===== src/switch_reset_pkg.sv =====
// Constants, register map and types for the switch reset sequencer
package switch_reset_pkg;
	// Clock and documented times, each in its own unit
	localparam int unsigned CLK_PERIOD_NS = 10;
	localparam int unsigned TUNE_PULSE_NS = 1000;
	localparam int unsigned OE_DELAY_NS = 2000;
	localparam int unsigned POR_TIME_MS = 21;
	localparam int unsigned PIN_TIME_US = 760;
	localparam int unsigned DIG_TIME_US = 760;
	localparam int unsigned XCVR_RST_US = 102;
	localparam int unsigned EMU_RST_US = 1;
	localparam int unsigned TS_RST_NS = 100;
	localparam int unsigned NS_PER_US = 1000;
	localparam int unsigned NS_PER_MS = 1000000;

	// Counter type wide enough for the longest settle time
	localparam int unsigned SEQ_W = 22;
	typedef logic [SEQ_W-1:0] cnt_t;
	localparam cnt_t CNT_ONE = cnt_t'(1);

	// Least times round up to whole cycles
	localparam cnt_t TUNE_CYC = cnt_t'((TUNE_PULSE_NS + CLK_PERIOD_NS - 1) / CLK_PERIOD_NS);
	localparam cnt_t OE_CYC = cnt_t'((OE_DELAY_NS + CLK_PERIOD_NS - 1) / CLK_PERIOD_NS);
	localparam cnt_t POR_CYC = cnt_t'((POR_TIME_MS * NS_PER_MS + CLK_PERIOD_NS - 1) / CLK_PERIOD_NS);
	localparam cnt_t PIN_CYC = cnt_t'((PIN_TIME_US * NS_PER_US + CLK_PERIOD_NS - 1) / CLK_PERIOD_NS);
	localparam cnt_t DIG_CYC = cnt_t'((DIG_TIME_US * NS_PER_US + CLK_PERIOD_NS - 1) / CLK_PERIOD_NS);
	localparam cnt_t XCVR_CYC = cnt_t'((XCVR_RST_US * NS_PER_US + CLK_PERIOD_NS - 1) / CLK_PERIOD_NS);
	localparam cnt_t EMU_CYC = cnt_t'((EMU_RST_US * NS_PER_US + CLK_PERIOD_NS - 1) / CLK_PERIOD_NS);
	localparam cnt_t TS_CYC = cnt_t'((TS_RST_NS + CLK_PERIOD_NS - 1) / CLK_PERIOD_NS);

	// Register byte addresses
	localparam int unsigned ADR_W = 10;
	localparam logic [ADR_W-1:0] ADR_ENDIAN = 10'h064;
	localparam logic [ADR_W-1:0] ADR_HARDWARE_CONFIG_REG = 10'h074;
	localparam logic [ADR_W-1:0] ADR_PMT = 10'h084;
	localparam logic [ADR_W-1:0] ADR_FABRIC = 10'h1E0;
	localparam logic [ADR_W-1:0] ADR_TIMESYNC = 10'h1E4;
	localparam logic [ADR_W-1:0] ADR_XCVR_A = 10'h1E8;
	localparam logic [ADR_W-1:0] ADR_XCVR_B = 10'h1EC;
	localparam logic [ADR_W-1:0] ADR_EMU = 10'h1F0;
	localparam logic [ADR_W-1:0] ADR_SOFT_RESET_CONTROL_REG = 10'h1F8;

	// Field positions and byte lanes
	localparam int unsigned RC_DIG = 0;
	localparam int unsigned RC_XA = 1;
	localparam int unsigned RC_EMU = 3;
	localparam int unsigned BC_SOFT = 15;
	localparam int unsigned BC_LOOP = 14;
	localparam int unsigned BC_PD = 11;
	localparam int unsigned BC_IMM = 8;
	localparam int unsigned HW_READY = 27;
	localparam int unsigned HW_IMM = 8;
	localparam int unsigned PMT_READY = 0;
	localparam int unsigned FAB_RST = 0;
	localparam int unsigned TS_RST = 0;
	localparam int unsigned LANE_LO = 0;
	localparam int unsigned LANE_BC = 1;
	localparam int unsigned STRAP_W = 8;
	localparam int unsigned NUM_XCVR = 2;

	// Endian check word, value arbitrary
	localparam logic [31:0] ENDIAN_CHECK = 32'h1234_5678;

	// Sequencer states, Gray along the usual path
	typedef enum logic [2:0] {
		ST_CHIP = 3'h0,
		ST_TUNE = 3'h1,
		ST_OE = 3'h3,
		ST_SETTLE = 3'h2,
		ST_LOAD = 3'h6,
		ST_READY = 3'h7
	} seq_state_e;

	// Transceiver basic control fields kept here
	typedef struct packed {
		logic soft_reset;
		logic loopback;
		logic power_down;
		logic immune;
	} xcvr_ctl_s;
endpackage


===== src/switch_reset_sequencer.sv =====
// Reset sequencer for a three-port switch: chip, digital and per-module resets
// Functional notes
// - Power-on reset clears all, latches straps, tunes pads, then runs EEPROM load.
// - Power-on reset lasts about 21 ms plus 91 us per EEPROM byte.
// - Low reset pin starts chip reset; driver holds it low long enough.
// - Pin reset lasts about 760 us plus 91 us per EEPROM byte.
// - Reset pin has a pull-up, so an open pin causes no reset.
// - Digital reset resets several modules, not the chip, no strap capture.
// - Endian check reads invalid until host interface reset ends; software polls.
// - Ready shows in hardware config and power control once reset is done.
// - Before ready only four registers are read and all writes are ignored; the read mux here answers every register at any time.
// - Digital reset spares the Ethernet transceivers.
// - Digital reset keeps reset-immune bits.
// - Digital reset restores soft straps from latched pins, then EEPROM load.
// - Digital reset lasts about 760 us plus 91 us per EEPROM byte.
// - Module resets touch only their module; no strap capture, no EEPROM load.
// - Port A request or self-reset resets port A; both clear after 102 us.
// - Port B request or self-reset resets port B; both clear after 102 us.
// - Self-reset of a transceiver keeps its reset-immune bits.
// - Leaving power-down resets a transceiver without touching its registers.
// - Emulated transceiver request or control bit resets it; clear after 1 us.
// - Fabric bit resets the fabric; software clears it.
// - Time-sync bit resets time-sync logic and clears itself on completion.
// - After chip reset a 1 us low tuning pulse, outputs enabled 2 us later.
// - Then master reset is released in the system clock domain.
// - Soft reset control at 1F8h, four self-clearing bits, writes ignored while set.
//
// The placing of the registers and register access over Wishbone were chosen for this implementation.
module switch_reset_sequencer #(
	parameter switch_reset_pkg::cnt_t POR_SETTLE_CYC = switch_reset_pkg::POR_CYC,
	parameter switch_reset_pkg::cnt_t PIN_SETTLE_CYC = switch_reset_pkg::PIN_CYC,
	parameter switch_reset_pkg::cnt_t DIG_SETTLE_CYC = switch_reset_pkg::DIG_CYC,
	parameter switch_reset_pkg::cnt_t XCVR_RST_CYC = switch_reset_pkg::XCVR_CYC
) (
	input wire logic clk_i,
	input wire logic rst_i,
	input wire logic wb_cyc_i,
	input wire logic wb_stb_i,
	input wire logic wb_we_i,
	input wire logic [switch_reset_pkg::ADR_W-1:0] wb_adr_i,
	input wire logic [3:0] wb_sel_i,
	input wire logic [31:0] wb_dat_i,
	output logic [31:0] wb_dat_o,
	output logic wb_ack_o,
	input wire logic por_n_i,
	input wire logic ext_rst_n_i,
	input wire logic [switch_reset_pkg::STRAP_W-1:0] strap_i,
	input wire logic eeprom_done_i,
	output logic ext_rst_pullup_en_o,
	output logic pad_tune_n_o,
	output logic outputs_en_o,
	output logic master_rst_o,
	output logic digital_rst_o,
	output logic host_if_rst_o,
	output logic eeprom_load_o,
	output logic [switch_reset_pkg::STRAP_W-1:0] straps_o,
	output logic [switch_reset_pkg::STRAP_W-1:0] soft_straps_o,
	output logic ready_o,
	output logic [switch_reset_pkg::NUM_XCVR-1:0] xcvr_rst_o,
	output logic emu_rst_o,
	output logic fabric_rst_o,
	output logic timesync_rst_o
);

	logic por_meta_r, por_sync_r, pin_meta_r, pin_sync_r;
	logic chip_rst;
	switch_reset_pkg::seq_state_e state_r;
	switch_reset_pkg::cnt_t cnt_r, settle_cyc;
	logic cause_por_r, dig_r, dig_req;
	logic hw_imm_r;
	logic [switch_reset_pkg::STRAP_W-1:0] strap_r, soft_r;
	logic req, wr_commit;
	logic [switch_reset_pkg::ADR_W-1:0] word_adr;
	logic [31:0] rd_d;
	switch_reset_pkg::xcvr_ctl_s [switch_reset_pkg::NUM_XCVR-1:0] xctl;
	logic [switch_reset_pkg::NUM_XCVR-1:0] xrc, xbusy;
	switch_reset_pkg::cnt_t emu_cnt_r, ts_cnt_r;
	logic emu_rc_r, fab_r;

	// Pad pull-up always on: floating pin reads as released
	assign ext_rst_pullup_en_o = 1'b1;

	// Two-flop synchronisers; only the second flop is used
	always_ff @(posedge clk_i)
	begin
		if (rst_i)
		begin
			por_meta_r <= 1'b0;
			por_sync_r <= 1'b0;
			pin_meta_r <= 1'b0;
			pin_sync_r <= 1'b0;
		end
		else
		begin
			por_meta_r <= por_n_i;
			por_sync_r <= por_meta_r;
			pin_meta_r <= ext_rst_n_i;
			pin_sync_r <= pin_meta_r;
		end
	end
	assign chip_rst = ~por_sync_r | ~pin_sync_r;

	// Base wait depends on what started the sequence
	assign settle_cyc = cause_por_r ? POR_SETTLE_CYC : (dig_r ? DIG_SETTLE_CYC : PIN_SETTLE_CYC);

	// Main sequencer: chip reset, tune pulse, output wait, settle, load
	always_ff @(posedge clk_i)
	begin
		if (rst_i || chip_rst)
		begin
			state_r <= switch_reset_pkg::ST_CHIP;
			cnt_r <= '0;
		end
		else
		begin
			unique case (state_r)
				switch_reset_pkg::ST_CHIP:
				begin
					state_r <= switch_reset_pkg::ST_TUNE;
					cnt_r <= '0;
				end
				switch_reset_pkg::ST_TUNE:
				begin
					if (cnt_r == switch_reset_pkg::TUNE_CYC - switch_reset_pkg::CNT_ONE)
					begin
						state_r <= switch_reset_pkg::ST_OE;
						cnt_r <= '0;
					end
					else
						cnt_r <= cnt_r + switch_reset_pkg::CNT_ONE;
				end
				switch_reset_pkg::ST_OE:
				begin
					if (cnt_r == switch_reset_pkg::OE_CYC - switch_reset_pkg::CNT_ONE)
					begin
						state_r <= switch_reset_pkg::ST_SETTLE;
						cnt_r <= '0;
					end
					else
						cnt_r <= cnt_r + switch_reset_pkg::CNT_ONE;
				end
				switch_reset_pkg::ST_SETTLE:
				begin
					if (cnt_r == settle_cyc - switch_reset_pkg::CNT_ONE)
					begin
						state_r <= switch_reset_pkg::ST_LOAD;
						cnt_r <= '0;
					end
					else
						cnt_r <= cnt_r + switch_reset_pkg::CNT_ONE;
				end
				switch_reset_pkg::ST_LOAD:
				begin
					// Loader time per byte adds on here
					if (eeprom_done_i)
						state_r <= switch_reset_pkg::ST_READY;
				end
				switch_reset_pkg::ST_READY:
				begin
					if (dig_req)
					begin
						state_r <= switch_reset_pkg::ST_SETTLE;
						cnt_r <= '0;
					end
				end
				default:
				begin
					state_r <= switch_reset_pkg::ST_CHIP;
					cnt_r <= '0;
				end
			endcase
		end
	end

	// Cause of the sequence and digital reset flag (bit 0 self-clears)
	always_ff @(posedge clk_i)
	begin
		if (rst_i)
		begin
			cause_por_r <= 1'b1;
			dig_r <= 1'b0;
		end
		else
		begin
			if (!por_sync_r)
				cause_por_r <= 1'b1;
			else if (state_r == switch_reset_pkg::ST_READY)
				cause_por_r <= 1'b0;
			if (chip_rst || state_r == switch_reset_pkg::ST_LOAD)
				dig_r <= 1'b0;
			else if (dig_req)
				dig_r <= 1'b1;
		end
	end

	// Straps follow the pins only while chip reset holds
	always_ff @(posedge clk_i)
	begin
		if (rst_i)
			strap_r <= '0;
		else if (state_r == switch_reset_pkg::ST_CHIP)
			strap_r <= strap_i;
	end

	// Soft straps and immune bit; digital reset reloads straps only
	always_ff @(posedge clk_i)
	begin
		if (rst_i || state_r == switch_reset_pkg::ST_CHIP)
		begin
			soft_r <= '0;
			hw_imm_r <= 1'b0;
		end
		else if (state_r == switch_reset_pkg::ST_TUNE || dig_req)
			soft_r <= strap_r;
		else if (wr_commit && word_adr == switch_reset_pkg::ADR_HARDWARE_CONFIG_REG)
		begin
			if (wb_sel_i[switch_reset_pkg::LANE_LO])
				soft_r <= wb_dat_i[switch_reset_pkg::STRAP_W-1:0];
			if (wb_sel_i[switch_reset_pkg::LANE_BC])
				hw_imm_r <= wb_dat_i[switch_reset_pkg::HW_IMM];
		end
	end

	// Reset outputs decoded from state and counters
	assign master_rst_o = state_r == switch_reset_pkg::ST_CHIP || state_r == switch_reset_pkg::ST_TUNE
		|| state_r == switch_reset_pkg::ST_OE;
	assign pad_tune_n_o = state_r != switch_reset_pkg::ST_TUNE;
	assign outputs_en_o = ~master_rst_o;
	assign digital_rst_o = master_rst_o || (dig_r && state_r == switch_reset_pkg::ST_SETTLE);
	assign host_if_rst_o = digital_rst_o;
	assign eeprom_load_o = state_r == switch_reset_pkg::ST_LOAD;
	assign ready_o = state_r == switch_reset_pkg::ST_READY;
	assign straps_o = strap_r;
	assign soft_straps_o = soft_r;
	assign fabric_rst_o = digital_rst_o | fab_r;
	assign timesync_rst_o = digital_rst_o | (ts_cnt_r != '0);
	assign emu_rst_o = master_rst_o | emu_rc_r;

	// Wishbone slave: ack one cycle after request, write at the ack edge
	assign req = wb_cyc_i & wb_stb_i;
	assign word_adr = {wb_adr_i[switch_reset_pkg::ADR_W-1:2], 2'h0};
	assign wr_commit = req & wb_we_i & wb_ack_o & ready_o;
	assign dig_req = wr_commit && word_adr == switch_reset_pkg::ADR_SOFT_RESET_CONTROL_REG
		&& wb_sel_i[switch_reset_pkg::LANE_LO] && wb_dat_i[switch_reset_pkg::RC_DIG];

	always_ff @(posedge clk_i)
	begin
		if (rst_i)
		begin
			wb_ack_o <= 1'b0;
			wb_dat_o <= '0;
		end
		else
		begin
			wb_ack_o <= req & ~wb_ack_o;
			if (req && !wb_ack_o)
				wb_dat_o <= rd_d;
		end
	end

	// Read mux; unmapped words read zero
	always_comb
	begin
		rd_d = '0;
		unique case (word_adr)
			switch_reset_pkg::ADR_ENDIAN:
				rd_d = host_if_rst_o ? '0 : switch_reset_pkg::ENDIAN_CHECK;
			switch_reset_pkg::ADR_HARDWARE_CONFIG_REG:
			begin
				rd_d[switch_reset_pkg::HW_READY] = ready_o;
				rd_d[switch_reset_pkg::HW_IMM] = hw_imm_r;
				rd_d[switch_reset_pkg::STRAP_W-1:0] = soft_r;
			end
			switch_reset_pkg::ADR_PMT:
				rd_d[switch_reset_pkg::PMT_READY] = ready_o;
			switch_reset_pkg::ADR_SOFT_RESET_CONTROL_REG:
			begin
				rd_d[switch_reset_pkg::RC_DIG] = dig_r;
				rd_d[switch_reset_pkg::RC_XA+1:switch_reset_pkg::RC_XA] = xrc;
				rd_d[switch_reset_pkg::RC_EMU] = emu_rc_r;
			end
			switch_reset_pkg::ADR_XCVR_A, switch_reset_pkg::ADR_XCVR_B:
			begin
				rd_d[switch_reset_pkg::BC_SOFT] = xctl[word_adr[2]].soft_reset;
				rd_d[switch_reset_pkg::BC_LOOP] = xctl[word_adr[2]].loopback;
				rd_d[switch_reset_pkg::BC_PD] = xctl[word_adr[2]].power_down;
				rd_d[switch_reset_pkg::BC_IMM] = xctl[word_adr[2]].immune;
			end
			switch_reset_pkg::ADR_EMU:
				rd_d[switch_reset_pkg::BC_SOFT] = emu_rc_r;
			switch_reset_pkg::ADR_FABRIC:
				rd_d[switch_reset_pkg::FAB_RST] = fab_r;
			switch_reset_pkg::ADR_TIMESYNC:
				rd_d[switch_reset_pkg::TS_RST] = ts_cnt_r != '0;
			default:
				rd_d = '0;
		endcase
	end

	// Per-transceiver reset: request bit, self-reset bit, power-down exit
	for (genvar i = 0; i < switch_reset_pkg::NUM_XCVR; i++)
	begin : g_xcvr
		localparam logic [switch_reset_pkg::ADR_W-1:0] ADR_OWN =
			(i == 0) ? switch_reset_pkg::ADR_XCVR_A : switch_reset_pkg::ADR_XCVR_B;
		switch_reset_pkg::xcvr_ctl_s ctl_r;
		switch_reset_pkg::cnt_t cnt_r;
		logic rc_r, wr_rc, wr_bc;
		assign wr_rc = wr_commit && word_adr == switch_reset_pkg::ADR_SOFT_RESET_CONTROL_REG
			&& wb_sel_i[switch_reset_pkg::LANE_LO] && wb_dat_i[switch_reset_pkg::RC_XA + i];
		assign wr_bc = wr_commit && word_adr == ADR_OWN && wb_sel_i[switch_reset_pkg::LANE_BC];
		// Writes are ignored while the reset runs
		always_ff @(posedge clk_i)
		begin
			if (rst_i || master_rst_o)
			begin
				ctl_r <= '0;
				cnt_r <= '0;
				rc_r <= 1'b0;
			end
			else if (cnt_r != '0)
			begin
				cnt_r <= cnt_r - switch_reset_pkg::CNT_ONE;
				if (cnt_r == switch_reset_pkg::CNT_ONE)
				begin
					rc_r <= 1'b0;
					ctl_r.soft_reset <= 1'b0;
				end
			end
			else if (wr_rc)
			begin
				cnt_r <= XCVR_RST_CYC;
				rc_r <= 1'b1;
				ctl_r <= '{soft_reset: 1'b1, loopback: 1'b0, power_down: 1'b0, immune: 1'b0};
			end
			else if (wr_bc && wb_dat_i[switch_reset_pkg::BC_SOFT])
			begin
				cnt_r <= XCVR_RST_CYC;
				rc_r <= 1'b1;
				ctl_r.soft_reset <= 1'b1;
				ctl_r.loopback <= 1'b0;
				ctl_r.power_down <= 1'b0; // Immune bit kept
			end
			else if (wr_bc)
			begin
				// Power-down exit pulses reset, registers take the write
				if (ctl_r.power_down && !wb_dat_i[switch_reset_pkg::BC_PD])
					cnt_r <= XCVR_RST_CYC;
				ctl_r.loopback <= wb_dat_i[switch_reset_pkg::BC_LOOP];
				ctl_r.power_down <= wb_dat_i[switch_reset_pkg::BC_PD];
				ctl_r.immune <= wb_dat_i[switch_reset_pkg::BC_IMM];
			end
		end
		assign xctl[i] = ctl_r;
		assign xrc[i] = rc_r;
		assign xbusy[i] = cnt_r != '0;
		assign xcvr_rst_o[i] = master_rst_o | xbusy[i];
	end

	// Emulated transceiver: either bit starts a short self-clearing reset
	always_ff @(posedge clk_i)
	begin
		if (rst_i || master_rst_o)
		begin
			emu_cnt_r <= '0;
			emu_rc_r <= 1'b0;
		end
		else if (emu_cnt_r != '0)
		begin
			emu_cnt_r <= emu_cnt_r - switch_reset_pkg::CNT_ONE;
			if (emu_cnt_r == switch_reset_pkg::CNT_ONE)
				emu_rc_r <= 1'b0;
		end
		else if (wr_commit && ((word_adr == switch_reset_pkg::ADR_SOFT_RESET_CONTROL_REG
			&& wb_sel_i[switch_reset_pkg::LANE_LO] && wb_dat_i[switch_reset_pkg::RC_EMU])
			|| (word_adr == switch_reset_pkg::ADR_EMU && wb_sel_i[switch_reset_pkg::LANE_BC]
			&& wb_dat_i[switch_reset_pkg::BC_SOFT])))
		begin
			emu_cnt_r <= switch_reset_pkg::EMU_CYC;
			emu_rc_r <= 1'b1;
		end
	end
	// Fabric bit is plain read/write; software must clear it
	always_ff @(posedge clk_i)
	begin
		if (rst_i || digital_rst_o)
			fab_r <= 1'b0;
		else if (wr_commit && word_adr == switch_reset_pkg::ADR_FABRIC
			&& wb_sel_i[switch_reset_pkg::LANE_LO])
			fab_r <= wb_dat_i[switch_reset_pkg::FAB_RST];
	end

	// Time-sync reset runs a short count and self-clears for polling
	always_ff @(posedge clk_i)
	begin
		if (rst_i || digital_rst_o)
			ts_cnt_r <= '0;
		else if (ts_cnt_r != '0)
			ts_cnt_r <= ts_cnt_r - switch_reset_pkg::CNT_ONE;
		else if (wr_commit && word_adr == switch_reset_pkg::ADR_TIMESYNC
			&& wb_sel_i[switch_reset_pkg::LANE_LO] && wb_dat_i[switch_reset_pkg::TS_RST])
			ts_cnt_r <= switch_reset_pkg::TS_CYC;
	end

	// Checks on sequencing and self-clearing behaviour
	property p_sync_por;
		@(posedge clk_i) disable iff (rst_i)
			$fell(por_n_i && ext_rst_n_i) |-> ##[1:4] master_rst_o;
	endproperty
	a_sync_por: assert property (p_sync_por) else $error("chip reset not seen by sequencer");
	property p_tune;
		@(posedge clk_i) disable iff (rst_i)
			$rose(outputs_en_o) |-> !$past(pad_tune_n_o, 201) && $past(pad_tune_n_o, 200);
	endproperty
	a_tune: assert property (p_tune) else $error("tune pulse timing wrong");
	property p_dig;
		@(posedge clk_i) disable iff (rst_i) dig_req |=> !ready_o && digital_rst_o && !master_rst_o;
	endproperty
	a_dig: assert property (p_dig) else $error("digital reset not started");
	property p_imm;
		@(posedge clk_i) disable iff (rst_i) digital_rst_o && !master_rst_o |=> $stable(hw_imm_r);
	endproperty
	a_imm: assert property (p_imm) else $error("immune bit changed");
	property p_ready;
		@(posedge clk_i) disable iff (rst_i)
			$rose(ready_o) |-> $past(eeprom_load_o) && $past(eeprom_done_i);
	endproperty
	a_ready: assert property (p_ready) else $error("ready before load done");
	property p_nowrite;
		@(posedge clk_i) disable iff (rst_i) !ready_o && !digital_rst_o |=> $stable(fab_r);
	endproperty
	a_nowrite: assert property (p_nowrite) else $error("write taken before ready");
	property p_xa;
		@(posedge clk_i) disable iff (rst_i)
			$rose(xrc[0]) |-> xcvr_rst_o[0][*8] ##1 !eeprom_load_o && $stable(straps_o);
	endproperty
	a_xa: assert property (p_xa) else $error("port A reset wrong");
	property p_xb;
		@(posedge clk_i) disable iff (rst_i) $fell(xrc[1]) |-> !xctl[1].soft_reset && !xbusy[1];
	endproperty
	a_xb: assert property (p_xb) else $error("port B bits not cleared together");
	property p_emu;
		@(posedge clk_i) disable iff (rst_i || master_rst_o)
			$rose(emu_rc_r) |-> ##99 emu_rc_r ##1 !emu_rc_r;
	endproperty
	a_emu: assert property (p_emu) else $error("emulated reset length wrong");
	property p_ts;
		@(posedge clk_i) disable iff (rst_i || digital_rst_o)
			$rose(timesync_rst_o) |-> ##9 timesync_rst_o ##1 !timesync_rst_o;
	endproperty
	a_ts: assert property (p_ts) else $error("time-sync reset length wrong");
endmodule // switch_reset_sequencer


===== config.mk =====
export PLATFORM = sky130hd
export DESIGN_NAME = switch_reset_sequencer
export DESIGN_NICKNAME = d
export VERILOG_FILES = /design/src/switch_reset_pkg.sv /design/src/switch_reset_sequencer.sv
export SDC_FILE = /design/constraint.sdc
export NUM_CORES = 1
export LEC_CHECK = 0
export BUFFER_PORTS_ARGS = -buffer_cell sky130_fd_sc_hd__buf_2
export CAP_MARGIN = 20
export CORE_UTILIZATION = 50
export DETAILED_ROUTE_END_ITERATION = 10
export PLACE_DENSITY = 0.72
export SLEW_MARGIN = 20
export SYNTH_ARGS = -nofsm -noshare
export SYNTH_HDL_FRONTEND = slang
export SYNTH_SLANG_ARGS = --single-unit

===== constraint.sdc =====
create_clock -name clk_i -period 4.1 [get_ports clk_i]
set_clock_uncertainty 0.1 [all_clocks]
set_input_delay 0.615 -clock clk_i [delete_from_list [all_inputs] [get_ports clk_i]]
set_output_delay 0.615 -clock clk_i [all_outputs]
set_load 0.01 [all_outputs]

### Word-level counts from Yosys, hierarchy flattened

Cells that the tools add are included.

* $add $sub $neg: 6
* bitwise operators: 19
* $lt $le $gt $ge: 1
* reduce and logical (&&, ||, !) cells: 73
* equality and inequality tests: 31
* multiplexer cells: 65

Operators by type and width (count)
* 22-bit two-way mux: 19
* 22-bit case mux with 5 select lines: 1
* 22-bit by 1-bit subtractor with 22-bit output (second input constant): 5
* 22-bit nonzero test: 4
* 22-bit by 1-bit == test with 1-bit output (second input constant): 3
* 8-bit by 7-bit == test with 1-bit output (second input constant): 6
* 29-bit two-way mux: 1
* 1-bit logical AND: 26
* 8-bit two-way mux: 3
* 22-bit by 1-bit adder with 22-bit output (second input constant): 1
* 22-bit == test: 1
* 22-bit by 7-bit == test with 1-bit output (second input constant): 1
* 22-bit by 8-bit == test with 1-bit output (second input constant): 1
* 3-bit two-way mux: 7
* 3-bit case mux with 6 select lines: 1
* 2-bit AND reduction: 9
* 8-bit by 5-bit == test with 1-bit output (second input constant): 2
* 1-bit two-way mux: 16
* 4-bit two-way mux: 4
* 4-bit nonzero test: 4
* 2-bit inequality test (second input constant): 6
* 2-bit nonzero test: 6
* 3-bit nonzero test: 4
* 11-bit two-way mux: 1
* other kinds (22): 63

* input bits: 62
* register bits: 181

### Logic depth before layout (Yosys ltp)

* word-level depth: 10
* gate-level depth with buffers: 10
* gate-level depth less buffers: 8

### Worst setup path after synthesis

OpenSTA, ideal clock, no wires.

* kind: register -> output
* from: reg g_xcvr[0].cnt_r[16]
* to: out xcvr_rst_o[0] (netlist bit)
* required time: 3.385 ns
* data arrival time: 1.705 ns
* path slack: 1.680 ns
* buffers on the path: 2
* stages on the path, launching flop included: 7
* cell sequence: dfxtp_1 -> or4_1 -> nor4_2 -> and3_1 -> buf_2 -> buf_6 -> nand2_1

* cells in the longest elaborated chain, start to end: 2

Ends and longest elaborated chain
* start, declared: line switch_reset_sequencer.sv:306 `switch_reset_pkg::cnt_t cnt_r;`
* start signal, assigned: line switch_reset_sequencer.sv:322 `cnt_r <= cnt_r - switch_reset_pkg::CNT_ONE;`
* 22-bit nonzero test: line switch_reset_sequencer.sv:355 `assign xbusy[i] = cnt_r != '0;`
* 1-bit bitwise OR: line switch_reset_sequencer.sv:356 `assign xcvr_rst_o[i] = master_rst_o | xbusy[i];`
* end, declared: line switch_reset_sequencer.sv:59 `output logic [switch_reset_pkg::NUM_XCVR-1:0] xcvr_rst_o,`

Every way passes these cells.

### Worst setup path in the final report

Ends and elaborated chain as after synthesis.

==> run metrics <==
Avg Cell Area, Syn 8.14 um^2; number of I/O port buffers 87; unrepaired setup endpoints after global routing false; depth of the worst register-to-register path 6; Synth Register Bits around 160; final hold vios 0; number of gates given a new drive strength after cts 0; net switching power 0.000700 W; total CTS buffers 17; number of distinct library cells after synthesis 77; clock latency on the worst-skew pair 0.42 ns; starting utilization of the core area roughly half; worst-case vdd ir drop 0.000252 V; category of the critical setup timing path reg -> out; required time of the critical path 3.38 ns; leakage power figure 3.56 nW; post-layout net count 1130; Post CTS Setup Buffer Count 0; Int Power 0.00258 W; number of top-level design ports 124; Via density ~5.6; setup slack at placement between 1 and 1.5 ns; TritonCTS clock tree yes; share of synthesized area occupied by flip-flops and latches 39.8%; HPWL after detailed placement around 14 mm; number of rows in the core area 46; fill cell instance count of the final layout 1443; slack of the worst reg-to-reg path 1.41 ns; via count roughly 7200; length of the first detailed-routing pass in iterations 7; critical path, cell by cell or4_1, nor4_2, and3_1, buf_4, nand2_1, buf_2; pin count of the biggest net entering global routing 33; final setup TNS 0 ns; clock root buffer master clkbuf_16; Horiz. Die Dim 129 um; Hold Crit Start ext_rst_n_i; instance count along the most critical hold path 2; Tmin final 3.32 ns; Crit Reg-Reg Endpoint g_xcvr[0].cnt_r[11]$_SDFFE_PP0P_; data arrival time of the critical path 2.60 ns; wire length of the first global-routing pass 30.7 mm; hold_ws 0.319 ns; number of cells produced by synthesis 995; element type at the critical path start register; maximum net fanout on the critical path 11; GRT overflow 0; average wire per cell in the routed design roughly 15 um; worst min path class in -> reg; maximum single-stage delay on the critical path 0.58 ns; Setup WS post-layout 0.782 ns; largest buffer count on any clock path 2; share of total power in combinational logic roughly 3%; full die area 16700 um^2; area inside the core boundary 15800 um^2; worst r2r src g_xcvr[0].cnt_r[16]$_SDFFE_PP0P_; area of the mapped netlist 8100 um^2; number of antenna violations at the first check in global routing 0; number of synthesized flops with an enable pin 0; result of the run complete, no violations; number of antenna diodes 0; measured slew at the worst slew-check pin approximately 0.95 ns; Slew Limit Fails 0; number of clock sinks 161; area grow syn2layout 12.9%; post-route total power 0.00328 W; Total Routing Usage GR between 20% and 30%; antenna-violating nets left 0; number of global-route vias before repair 6243; gpl congestion approximately 0.84; slowest stage cell, crit path or4_1; CTS clock-pin slew for the worst setup and hold paths 0.06 ns; async set or reset register ratio after synthesis 0%; number of setup violations in the final report 0; most instantiated flip-flop cell in the synthesis netlist dfxtp_1; part of the total power dissipated in sequential elements 48.3%; Final Routed Wirelength 19.0 mm; power density cells 358 nW/um^2; fraction of the cycle the final worst path needs 80.9%; switch share 21.3%; DRC 0; H-tree lvl count 4; critical path endpoint category primary output; total of max-cap violations 0; hold bufs inserted after CTS 0; endpoint of the worst hold-timing path pin_meta_r$_SDFF_PP0_; Slew Limit Headroom around 37%; Max Clock Freq 301 MHz; part of the power in the clock network 48.6%; number of design-rule violations left by the first detailed-router iteration approximately 530; fraction of final layout cells sized beyond drive strength 1 14.9%; vertical die dimension 129 um; yosys synthesis warning count 0
flip-flops by register name (all words and copies together), names as in the netlist, 3 cells and up:
name / flops
soft_straps_o: 8
g_xcvr.ctl_r: 8
wb_dat_o: 14
g_xcvr.cnt_r: 44
state_r: 3
ts_cnt_r: 22
cnt_r: 22
emu_cnt_r: 22
straps_o: 8
placed cells by master (no fill, tap or decap), types with 10 or more instances in the layout:
| cell | netlist | routed |
|---|---|---|
| nor3_1 | 52 | 52 |
| dfxtp_1 | 161 | 161 |
| mux2i_1 | 10 | 10 |
| conb_1 | 2 | 12 |
| inv_1 | 27 | 27 |
| o21ai_0 | 26 | 26 |
| xor2_1 | 12 | 12 |
| nand3_1 | 29 | 29 |
| clkbuf_16 | 0 | 17 |
| and3_1 | 11 | 11 |
| nor4b_1 | 10 | 10 |
| nand4_1 | 14 | 14 |
| nor4_1 | 27 | 27 |
| nor2_1 | 149 | 149 |
| a21oi_1 | 68 | 68 |
| a211oi_1 | 11 | 11 |
| or4_1 | 16 | 16 |
| a31oi_1 | 12 | 12 |
| nor2b_1 | 12 | 12 |
| or3_1 | 39 | 39 |
| xnor2_1 | 38 | 38 |
| buf_2 | 10 | 87 |
| nand2_1 | 79 | 79 |
critical path, delay by kind of cell (launching register included):
kind	cells	cell delay [ns]
DFF	1	0.34
and+or+nand+nor	4	1.43
buffers and inverters	2	0.40
layout make-up:
class	count	area, um^2	share of cell area [%]
repair buffers	94	488	5.33
flip-flops and latches	161	3220	35.2
well taps	216	270	2.95
clock inverters	12	140	1.53
inverters	27	101	1.11
multi-input cells	759	4480	49.0
clock buffers	20	447	4.88
Yosys cell counts, types with 3 or more instances:
library cell	count	share of area, %
nand4_1	14	1.1
nand2b_1	9	0.69
nor3_1	52	3.2
a221oi_1	4	0.43
xnor2_1	38	4.1
or2_2	7	0.54
o21ai_0	26	1.6
a211oi_1	11	1.0
nand3_1	29	1.8
nor4_1	27	2.1
nor2_1	149	6.9
and2_1	6	0.46
buf_1	3	0.14
and4b_1	4	0.49
and4_1	3	0.32
o31ai_1	9	0.83
a21oi_1	68	4.2
nand3b_1	3	0.28
ha_1	8	1.2
o21a_1	4	0.37
mux2i_1	10	1.2
or4_1	16	1.5
nor3b_1	6	0.56
a22oi_1	5	0.46
nor4b_1	10	1.1
nor2b_1	12	0.93
o21ai_1	8	0.49
nor3_2	4	0.49
nor4_2	3	0.46
dfxtp_1	161	40
xor2_1	12	1.3
and3_1	11	0.85
clkbuf_1	20	0.93
nand2_1	79	3.7
inv_1	27	1.3
a31oi_1	12	0.93
buf_4	21	1.9
buf_6	4	0.56
o211ai_1	4	0.37
or3_1	39	3.0
buf_2	10	0.62
power groups by stage:
stage / Sequential [W] / Clock, W / Combinational, W
6_report: 0.00158 / 0.00159 / 0.0000991
3_5_place_dp: 0.00162 / 0 / 0.0000984
4_1_cts: 0.00158 / 0.00161 / 0.0000989
2_1_floorplan: 0.00162 / 0 / 0.0000590
5_1_grt: 0.00159 / 0.00168 / 0.000110
3_3_place_gp: 0.00162 / 0 / 0.0000975
layer usage:
| metal | wire (um) | track usage, % | part of all wire [%] |
|---|---|---|---|
| met1 | 9300 | 31.6 | 49 |
| met2 | 8600 | 36.8 | 45 |
| met3 | 966 | 5.16 | 5.1 |
| met4 | 170 | 6.09 | 0.89 |
| met5 | 0 | 0 | 0 |
how the worst max path moves through the flow:
stage / from / to / slack (ns) / cells after the start
floorplan: g_xcvr[0].cnt_r[16]$_SDFFE_PP0P_ / xcvr_rst_o[0] / 1.68 / 6
global placement: wb_adr_i[7] / cnt_r[14]$_SDFFE_PP0P_ / 1.05 / 8
detailed placement: wb_adr_i[7] / cnt_r[5]$_SDFFE_PP0P_ / 1.02 / 8
CTS: g_xcvr[0].cnt_r[16]$_SDFFE_PP0P_ / xcvr_rst_o[0] / 0.78 / 6
global route: g_xcvr[0].cnt_r[15]$_SDFFE_PP0P_ / xcvr_rst_o[0] / 0.67 / 6
finish: g_xcvr[0].cnt_r[16]$_SDFFE_PP0P_ / xcvr_rst_o[0] / 0.78 / 6
kinds of logic after synthesis:
kind of cell	after synthesis	synth area share, %
flip-flops	161	39.8
other	2	0.0927
AO/OA/AOI/OAI	175	13.4
buffers and inverters	85	5.43
multiplexers	11	1.37
AND/OR/NAND/NOR	503	33.3
XOR/XNOR	50	5.40
adder cells (fa/ha/maj)	8	1.24
per-stage QoR:
step / area, um^2 / utilization (%) / cells
4_1_cts: 9150 / 57.8 / 1289
3_3_place_gp: 8560 / 54.1 / 1257
3_5_place_dp: 8560 / 54.1 / 1257
5_1_grt: 9150 / 57.8 / 1289
6_report: 9150 / 57.8 / 1289
2_1_floorplan: 8140 / - / 1005
(Power assumes the default switching activity.)
